**config.mk**
```make
export PLATFORM = sky130hd
export DESIGN_NAME = ast_uart
export DESIGN_NICKNAME = d
export VERILOG_FILES = /design/src/pkg/ast_pkg.sv /design/src/hw/ast_uart.sv
export VERILOG_INCLUDE_DIRS = /design/src /design/src/pkg
export SDC_FILE = /design/constraint.sdc
export NUM_CORES = 1
export LEC_CHECK = 0
export BUFFER_PORTS_ARGS = -buffer_cell sky130_fd_sc_hd__buf_2
export CORE_MARGIN = 3
export CORE_UTILIZATION = 53
export DETAILED_ROUTE_END_ITERATION = 16
export GPL_ROUTABILITY_DRIVEN = 1
export HOLD_SLACK_MARGIN = 0.15
export PLACE_DENSITY = 0.78
export SLEW_MARGIN = 5
export SYNTH_ARGS = -nofsm -noshare
export SYNTH_HDL_FRONTEND = slang
export SYNTH_SLANG_ARGS = --single-unit
```
**constraint.sdc**
```tcl
create_clock -name CLK_SYS_IN -period 5.3 [get_ports CLK_SYS_IN]
set_input_delay 1.59 -clock CLK_SYS_IN [delete_from_list [all_inputs] [get_ports CLK_SYS_IN]]
set_output_delay 1.59 -clock CLK_SYS_IN [all_outputs]
set_load 0.005 [all_outputs]
```
**src/pkg/ast_regs.svh**
```systemverilog
// Register offsets, field positions, reset values and bit timing counts.
`ifndef AST_REGS_SVH
`define AST_REGS_SVH

`define AST_OFS_MODE 8'h00
`define AST_OFS_STAT 8'h04
`define AST_OFS_HOLD 8'h08
`define AST_OFS_CMD 8'h0c
`define AST_OFS_BRR 8'h10

`define AST_MODE_LEN_LO 0
`define AST_MODE_STOP2 2
`define AST_MODE_PAR_LO 3
`define AST_MODE_ODDEVEN 5
`define AST_MODE_OP_LO 6

`define AST_CMD_TX_EN 0
`define AST_CMD_RX_EN 1
`define AST_CMD_BREAK 2
`define AST_CMD_ERR_RST 3

`define AST_RST_MODE 8'h00
`define AST_RST_BRR 16'h0103

`define AST_HALF_BIT 4'h7
`define AST_FULL_BIT 4'hf

`endif

```
**src/pkg/ast_pkg.sv**
```systemverilog
// Types and helper function shared by the serial transceiver.
package ast_pkg;

   typedef logic [31:0] ast_word_t;
   typedef logic [7:0] ast_byte_t;

   typedef enum logic [2:0] {
      R_IDLE, R_START, R_DATA, R_PAR, R_STOP, R_BRKWAIT
   } ast_rx_state_t;

   typedef enum logic [2:0] {
      T_IDLE, T_START, T_DATA, T_PAR, T_STOP
   } ast_tx_state_t;

   typedef struct packed {
      logic rx_m;
      logic rx_s;
      logic rx_p;
      logic [15:0] div;
      ast_rx_state_t rst;
      logic [3:0] rcnt;
      logic [2:0] rbit;
      ast_byte_t rsr;
      logic rpar;
      ast_tx_state_t tst;
      logic [3:0] tcnt;
      logic [2:0] tbit;
      ast_byte_t tsr;
      logic tpar;
      logic tsr_echo;
      logic tstop2;
      ast_byte_t mode;
      logic [15:0] bit_rate_control_reg;
      logic tx_en;
      logic rx_en;
      logic brk_cmd;
      ast_byte_t rhr;
      ast_byte_t thr;
      logic thr_full;
      logic thr_par;
      logic thr_echo;
      logic rx_avail;
      logic tx_free;
      logic underrun;
      logic rx_brk;
      logic overrun;
      logic ferr;
      logic perr;
      logic txd;
      logic ack;
      ast_word_t dat;
   } ast_state_t;

   // Parity bit for a character of the given length and format.
   function automatic logic ast_par_of(input ast_byte_t d,
                                       input logic [1:0] len,
                                       input logic [1:0] fmt,
                                       input logic even);
      logic ones;
      ones = ^(d & (8'hff >> (2'd3 - len)));
      if (fmt == 2'b01) begin
         return even;
      end
      return even ? ones : ~ones;
   endfunction

endpackage

```
**src/hw/ast_uart.sv**
```systemverilog
// Asynchronous serial transceiver with a classic Wishbone register slave.
//
// Function
// (RULE1) Falling edge rechecked half bit later.
// (RULE2) Valid start then sample each bit centre.
// (RULE3) Least significant bit travels first.
// (RULE4) Char to holding register, ready set, zero-fill.
// (RULE5) Rehunt after stop; low framing tail restarts.
// (RULE6) Error flags load at character end.
// (RULE7) Break gives one zero char, break flag.
// (RULE8) After break wait one high bit.
// (RULE9) Idle transmitter holds high, sets underrun.
// (RULE10) Break command drives line low.
// (RULE11) Disabled transmitter finishes current character.
// (RULE12) Length field gives five to eight bits.
// (RULE13) Transmit one or two stops, check one.
// (RULE14) Parity added and checked, sense selectable.
// (RULE15) Low six mode bits change live.
// (RULE16) Change operating mode only while disabled.
// (RULE17) Mode 00 normal, 01 automatic echo.
// (RULE18) Echo loads received chars into transmitter.
// (RULE19) Echo needs receiver, transmitter enable optional.
// (RULE20) Echo cuts CPU transmit path, ready clear.
// (RULE21) Echo keeps the received parity bit.
// (RULE22) Echo sends only first break character.
// (RULE23) Overrun and errors clear by command bit.
// (RULE24) Reading receive holding clears ready.
// (RULE25) Length codes 00..11 mean 5..8 bits.
// (RULE26) Parity codes none, forced, normal; set=even.
// (RULE27) Sixteen times clock, check at eight.
`timescale 1ns/1ps
`include "ast_regs.svh"

module ast_uart (
   input wire logic CLK_SYS_IN,
   input wire logic RESET_IN,
   input wire logic WB_CYC_IN,
   input wire logic WB_STB_IN,
   input wire logic WB_WE_IN,
   input wire logic [7:0] WB_ADR_IN,
   input wire logic [3:0] WB_SEL_IN,
   input wire ast_pkg::ast_word_t WB_DAT_IN,
   output ast_pkg::ast_word_t WB_DAT_OUT,
   output logic WB_ACK_OUT,
   input wire logic RXD_IN,
   output logic TXD_OUT
);
   import ast_pkg::*;

   ast_state_t s_q;
   ast_state_t s_d;
   logic tick;
   logic rsample;
   logic tend;
   logic req;
   logic echo;
   logic par_en;
   logic [2:0] last_bit;
   logic rx_load;
   logic rx_brk_ev;
   logic stop_done;
   logic thr_new;

   always_comb begin
      s_d = s_q;
      thr_new = 1'b0;
      rx_load = 1'b0;
      rx_brk_ev = 1'b0;
      stop_done = 1'b0;
      // Two stage synchroniser; edge logic compares the second stage with a third, delayed copy.
      s_d.rx_m = RXD_IN;
      s_d.rx_s = s_q.rx_m;
      s_d.rx_p = s_q.rx_s;
      // Sixteen times bit clock shared by both directions.
      tick = (s_q.div == 16'h0000);
      s_d.div = tick ? s_q.bit_rate_control_reg : s_q.div - 16'h0001;
      echo = (s_q.mode[`AST_MODE_OP_LO +: 2] == 2'b01); // see (RULE17)
      par_en = (s_q.mode[`AST_MODE_PAR_LO +: 2] != 2'b00); // see (RULE26)
      last_bit = 3'd4 + {1'b0, s_q.mode[`AST_MODE_LEN_LO +: 2]}; // see (RULE25)

      // Register slave: one wait state, ack for one cycle only.
      req = WB_CYC_IN & WB_STB_IN & ~s_q.ack;
      s_d.ack = req;
      s_d.dat = '0;
      if (req && !WB_WE_IN) begin
         case (WB_ADR_IN)
            `AST_OFS_MODE: s_d.dat[7:0] = s_q.mode;
            `AST_OFS_STAT: s_d.dat[7:0] = {s_q.perr, s_q.ferr, s_q.overrun,
                                        s_q.rx_brk, s_q.brk_cmd,
                                        s_q.underrun, s_q.tx_free,
                                        s_q.rx_avail};
            `AST_OFS_HOLD: begin
               s_d.dat[7:0] = s_q.rhr;
               s_d.rx_avail = 1'b0; // see (RULE24)
            end
            `AST_OFS_CMD: s_d.dat[2:0] = {s_q.brk_cmd, s_q.rx_en, s_q.tx_en};
            `AST_OFS_BRR: s_d.dat[15:0] = s_q.bit_rate_control_reg;
            default: s_d.dat = '0;
         endcase
      end
      if (req && WB_WE_IN) begin
         case (WB_ADR_IN)
            `AST_OFS_MODE: begin
               // Format bits take effect on the character in flight.
               if (WB_SEL_IN[0]) begin
                  s_d.mode = WB_DAT_IN[7:0]; // see (RULE15)
               end
            end
            `AST_OFS_HOLD: begin
               // The CPU path to the transmitter is cut in echo mode.
               if (WB_SEL_IN[0] && !echo) begin // see (RULE20)
                  s_d.thr = WB_DAT_IN[7:0];
                  thr_new = 1'b1;
                  s_d.thr_full = 1'b1;
                  s_d.thr_echo = 1'b0;
                  s_d.underrun = 1'b0; // see (RULE9)
               end
            end
            `AST_OFS_CMD: begin
               if (WB_SEL_IN[0]) begin
                  s_d.tx_en = WB_DAT_IN[`AST_CMD_TX_EN];
                  s_d.rx_en = WB_DAT_IN[`AST_CMD_RX_EN];
                  s_d.brk_cmd = WB_DAT_IN[`AST_CMD_BREAK];
                  if (WB_DAT_IN[`AST_CMD_ERR_RST]) begin // see (RULE23)
                     s_d.overrun = 1'b0;
                     s_d.ferr = 1'b0;
                     s_d.perr = 1'b0;
                  end
               end
            end
            `AST_OFS_BRR: begin
               if (WB_SEL_IN[0]) begin
                  s_d.bit_rate_control_reg[7:0] = WB_DAT_IN[7:0];
               end
               if (WB_SEL_IN[1]) begin
                  s_d.bit_rate_control_reg[15:8] = WB_DAT_IN[15:8];
               end
            end
            default: s_d.mode = s_q.mode;
         endcase
      end

      // Receiver. Flag sets come after the bus so a set beats a clear.
      if (tick && s_q.rst != R_IDLE) begin
         s_d.rcnt = s_q.rcnt + 4'h1;
      end
      rsample = tick && (s_q.rcnt == `AST_FULL_BIT);
      case (s_q.rst)
         R_IDLE: begin
            if (s_q.rx_en && s_q.rx_p && !s_q.rx_s) begin
               s_d.rst = R_START;
               s_d.rcnt = 4'h0;
            end
         end
         R_START: begin
            if (tick && s_q.rcnt == `AST_HALF_BIT) begin // see (RULE27)
               s_d.rcnt = 4'h0;
               s_d.rbit = 3'd0;
               s_d.rsr = 8'h00;
               s_d.rst = s_q.rx_s ? R_IDLE : R_DATA; // see (RULE1) (RULE2)
            end
         end
         R_DATA: begin
            if (rsample) begin
               s_d.rsr[s_q.rbit] = s_q.rx_s; // see (RULE3)
               s_d.rbit = s_q.rbit + 3'd1;
               if (s_q.rbit >= last_bit) begin // see (RULE12)
                  s_d.rst = par_en ? R_PAR : R_STOP;
               end
            end
         end
         R_PAR: begin
            if (rsample) begin
               s_d.rpar = s_q.rx_s;
               s_d.rst = R_STOP;
            end
         end
         R_STOP: begin
            // Only one stop bit is ever checked.
            if (rsample) begin // see (RULE13)
               rx_load = 1'b1;
               s_d.rcnt = 4'h0;
               s_d.rhr = s_q.rsr & (8'hff >> (2'd3 - s_q.mode[1:0])); // see (RULE4)
               s_d.overrun = s_d.overrun | s_q.rx_avail; // see (RULE23)
               if (!s_q.rx_s && s_q.rsr == 8'h00 &&
                   !(par_en && s_q.rpar)) begin
                  rx_brk_ev = 1'b1;
                  s_d.rx_brk = 1'b1; // see (RULE7)
                  s_d.rst = R_BRKWAIT;
               end else begin
                  s_d.rx_avail = 1'b1; // see (RULE4)
                  s_d.ferr = s_d.ferr | ~s_q.rx_s; // see (RULE6)
                  s_d.perr = s_d.perr | (par_en && (s_q.rpar !=
                     ast_par_of(s_q.rsr, s_q.mode[1:0], s_q.mode[4:3],
                                s_q.mode[`AST_MODE_ODDEVEN]))); // see (RULE14)
                  // A low tail after a framing error may be a start bit.
                  s_d.rst = s_q.rx_s ? R_IDLE : R_START; // see (RULE5)
               end
               if (echo) begin // see (RULE18) (RULE22)
                  s_d.thr = s_d.rhr;
                  s_d.thr_par = s_q.rpar; // see (RULE21)
                  s_d.thr_echo = 1'b1;
                  thr_new = 1'b1;
                  s_d.thr_full = 1'b1;
               end
            end
         end
         R_BRKWAIT: begin
            if (!s_q.rx_s) begin
               s_d.rcnt = 4'h0;
            end else if (rsample) begin // see (RULE8)
               s_d.rx_brk = 1'b0;
               s_d.rst = R_IDLE;
            end
         end
         default: s_d.rst = R_IDLE;
      endcase

      // Transmitter. In echo mode it runs from the same receive tick and
      // needs no enable, which is why the two directions share one divider.
      if (tick && s_q.tst != T_IDLE) begin
         s_d.tcnt = s_q.tcnt + 4'h1;
      end
      tend = tick && (s_q.tcnt == `AST_FULL_BIT);
      case (s_q.tst)
         T_IDLE: s_d.tst = T_IDLE;
         T_START: begin
            if (tend) begin
               s_d.tst = T_DATA;
               s_d.tbit = 3'd0;
            end
         end
         T_DATA: begin
            if (tend) begin
               s_d.tbit = s_q.tbit + 3'd1;
               if (s_q.tbit >= last_bit) begin
                  s_d.tst = par_en ? T_PAR : T_STOP;
                  s_d.tstop2 = 1'b0;
               end
            end
         end
         T_PAR: begin
            if (tend) begin
               s_d.tst = T_STOP;
               s_d.tstop2 = 1'b0;
            end
         end
         T_STOP: begin
            if (tend) begin
               if (s_q.mode[`AST_MODE_STOP2] && !s_q.tstop2) begin // see (RULE13)
                  s_d.tstop2 = 1'b1;
               end else begin
                  stop_done = 1'b1;
                  s_d.tst = T_IDLE;
               end
            end
         end
         default: s_d.tst = T_IDLE;
      endcase
      // A character only starts while enabled or in echo mode; one in flight finishes.
      if ((s_q.tst == T_IDLE || stop_done) && s_q.thr_full &&
          (s_q.tx_en || echo) && !s_q.brk_cmd) begin // see (RULE11) (RULE19)
         s_d.tst = T_START;
         s_d.tcnt = 4'h0;
         s_d.tsr = s_q.thr;
         s_d.tpar = s_q.thr_par;
         s_d.tsr_echo = s_q.thr_echo;
         // Only a character written in this very cycle keeps the register full.
         s_d.thr_full = thr_new;
         s_d.underrun = 1'b0;
      end else if (stop_done && !s_q.thr_full && (s_q.tx_en || echo)) begin
         s_d.underrun = 1'b1; // see (RULE9)
      end
      if (!s_q.tx_en && !echo) begin
         s_d.underrun = 1'b0;
      end
      // Uses the new mode so that ready never shows in the first echo cycle.
      s_d.tx_free = ~s_d.thr_full & s_d.tx_en &
                    (s_d.mode[`AST_MODE_OP_LO +: 2] != 2'b01); // see (RULE20)

      case (s_d.tst)
         T_START: s_d.txd = 1'b0;
         T_DATA: s_d.txd = s_d.tsr[s_d.tbit]; // see (RULE3)
         T_PAR: s_d.txd = s_d.tsr_echo ? s_d.tpar :
            ast_par_of(s_d.tsr, s_d.mode[1:0], s_d.mode[4:3],
                       s_d.mode[`AST_MODE_ODDEVEN]); // see (RULE14) (RULE21)
         default: s_d.txd = 1'b1;
      endcase
      if (s_d.brk_cmd) begin
         s_d.txd = 1'b0; // see (RULE10)
      end
   end

   always_ff @(posedge CLK_SYS_IN or posedge RESET_IN) begin
      if (RESET_IN) begin
         s_q <= '0;
         s_q.rx_m <= 1'b1;
         s_q.rx_s <= 1'b1;
         s_q.rx_p <= 1'b1;
         s_q.txd <= 1'b1;
         s_q.mode <= `AST_RST_MODE;
         s_q.bit_rate_control_reg <= `AST_RST_BRR;
         s_q.rst <= R_IDLE;
         s_q.tst <= T_IDLE;
      end else begin
         s_q <= s_d;
      end
   end

   assign WB_ACK_OUT = s_q.ack;
   assign WB_DAT_OUT = s_q.dat;
   assign TXD_OUT = s_q.txd;
endmodule

```
==> out/metrics.yaml <==
postLayoutCoreUtil: 0.6195
wl_met1_mm: 6.742
synth_cells: 683
final_common_cell: "dfrtp_1"
status: "completed"
ir_drop_v: 0.0002946
cp.arrival_ps: 4180
num_antenna_cells: 0
critPathRequiredTime_ps: 5660
async_flop_share: 1.000
drtPass1Iterations: 6
numCtsBuffers: 17
clockPowerShare: 0.415
synth_edf_count: 0
tritoncts: "yes"
vias: 5249
ys_ff_latch: 130
synth.area.top_cells: "dfrtp_1 (45%), mux2_2 (6.9%), o21ai_0 (4.1%), buf_4 (3.5%), nand2_1 (3.5%)"
final_max_slew_viol_count: 0
setup_tns_ps: 0
yosysSeqAreaShare: 0.4765
comb_power_share: 0.164
period_share: 0.7214
worstMarginPinSlew_ps: 1029
fin_skew_ps: 7.158
h-tree-depth: 4
gp_congestion: 0.8749
start_util: 0.5560
hold_viol_final: 0
powerDensity_nw_per_um2: 371.5
switchingPower_mw: 0.7885
drc: 0
antenna_found_initial: 0
cap_violations: 0
syn-cell-area_um2: 6845
p_total_mw: 2.833
min_path_type: "flip-flop to flip-flop"
finalSetupViolCount: 0
top_level_ports: 84
vias_per_cell: 5.878
start_kind: "input pin"
reg2reg_depth: 11
cts-hold-fix-buffers: 0
fin_crit_ps: 3824
final_nets: 774
layout-drive-gt1-share: 0.1986
maxUsedRoutingLayer: "met4"
rsz0062_at_grt: "false"
min_path_cells: 0
internal_power_mw: 2.045
grt_remaining_overflow: 0
ant_nets: 0
cts_setup_buffers: 0
clk_path_buf_depth: 2
cts_sinks: 130
wl_met2_mm: 7.814
path_max_fanout: 13
io_buffer_count: 49
p_leak_nw: 3.565
cts_resized: 0
track_usage: 0.2386
grt_pass1_wl_mm: 26.97
syn_area_per_cell_um2: 10.02
die_area_um2: 14310
wire_per_inst_um: 17.92
mostFrequentLayoutCells: "dfrtp_1 (123), nand2_1 (64), o21ai_0 (56)"
grt_max_degree: 81
yosys.area.top_type_share: 0.4496
grt_pass1_vias: 5268
routed_wl_mm: 16.01
synth_area_leader_cell: "dfrtp_1"
netSwitchingFraction: 0.2783
cts_root_buffer: "clkbuf_16"
yosysWarnings: 0
max_freq_ghz: 0.2615
clk_latency_ps: 420
rows: 40
route.met3.wl_mm: 1.036
path_clk_slew_ps: 60
dieHeight_um: 119.6
core_area_um2: 12310
ys.flop_type: "dfrtp_1"
synth.distinct_cells: 63
first_iter_violations: 555
crit_type: "input pin to flip-flop"
dieWidth_um: 119.6
hpwl_mm: 11.23
area_delta_synth_final_pct: 11.42
seqPwrFrac: 0.421
worstSetupEndpointType: "flip-flop"
slew_headroom: 0.3075
==> logic make-up (layout without fill, tap and decap cells) <==
group | count (synthesis) | after routing | synth area share
fa+ha+maj | 12 | 12 | 0.02193
xor+xnor | 35 | 35 | 0.04679
compound gates | 134 | 134 | 0.1256
simple gates | 226 | 226 | 0.1667
other cells | 1 | 16 | 0.0005478
mux | 60 | 60 | 0.09541
buf+inv | 85 | 112 | 0.06653
flops | 130 | 130 | 0.4765
==> state kept, by name (all words and copies together), names as in the netlist <==
name	flops
WB_ACK_OUT	1
TXD_OUT	1
WB_DAT_OUT	16
s_d	2
s_q	110
==> Yosys cell counts, types with 18 or more instances <==
library cell and count:
a21oi_1 23, and3_1 18, buf_4 32, clkbuf_1 19, dfrtp_1 123, inv_1 24, mux2_2 42, mux2i_1 18
nand2_1 64, nor2_1 55, o21ai_0 56, xnor2_1 21
==> power by group through the flow <==
| stage | combinational [mW] | clock (mW) | sequential (mW) |
|---|---|---|---|
| 2_1_floorplan | 0.371 | 0 | 1.17 |
| 3_3_place_gp | 0.440 | 0 | 1.20 |
| 3_5_place_dp | 0.458 | 0 | 1.21 |
| 4_1_cts | 0.461 | 1.19 | 1.19 |
| 5_1_grt | 0.518 | 1.24 | 1.20 |
| 6_report | 0.464 | 1.18 | 1.19 |
==> final cells by class <==
cell class	instances	area (um2)
tap	168	210.2
fill	968	4684
clock buffer	22	454.2
timing repair buffer	54	282.8
sequential	130	3262
multi-input combinational	483	3184
inverter	26	100.1
clock inverter	10	133.9
==> metrics by stage <==
stage                     hold slack (ps)  cell area (um2)  cells  worst slack (ps)
after floorplan                     345.2             6902    698             252.2
after global placement              347.0             7039    861              1119
after detailed placement            348.7             7039    861              1073
after CTS                           356.7             7627    893              1499
after global routing                361.7             7627    893              1214
final                               358.1             7627    893              1476
==> worst max-delay path: stages <==
cell and delay [ps]:
buf_2 120, nor4_1 230, and3_1 290, and2_1 550, mux2i_1 310, xor2_1 270
a22oi_4 70, xnor3_1 380, o31a_1 290, nand3_1 80
==> path summary, 6_finish.rpt <==
path                                    from       end  slack [ps]
worst min-delay path                s_d[144]  s_d[143]         360
worst min register to register      s_d[144]  s_d[143]         360
min in group asynchronous           RESET_IN  s_q[123]        1390
worst max register to register      s_q[127]  s_q[112]        1760
worst max-delay path            WB_ADR_IN[4]   TXD_OUT        1480
max in group asynchronous           RESET_IN   TXD_OUT        2940
==> metal layers <==
metal  GRT usage  up-vias
li1            -     2415
met1      0.3062     2583
met2      0.3870      209
met3     0.06173       42
met4     0.09664        0
met5           0        -
No activity file was read; power rests on OpenSTA's default activity.
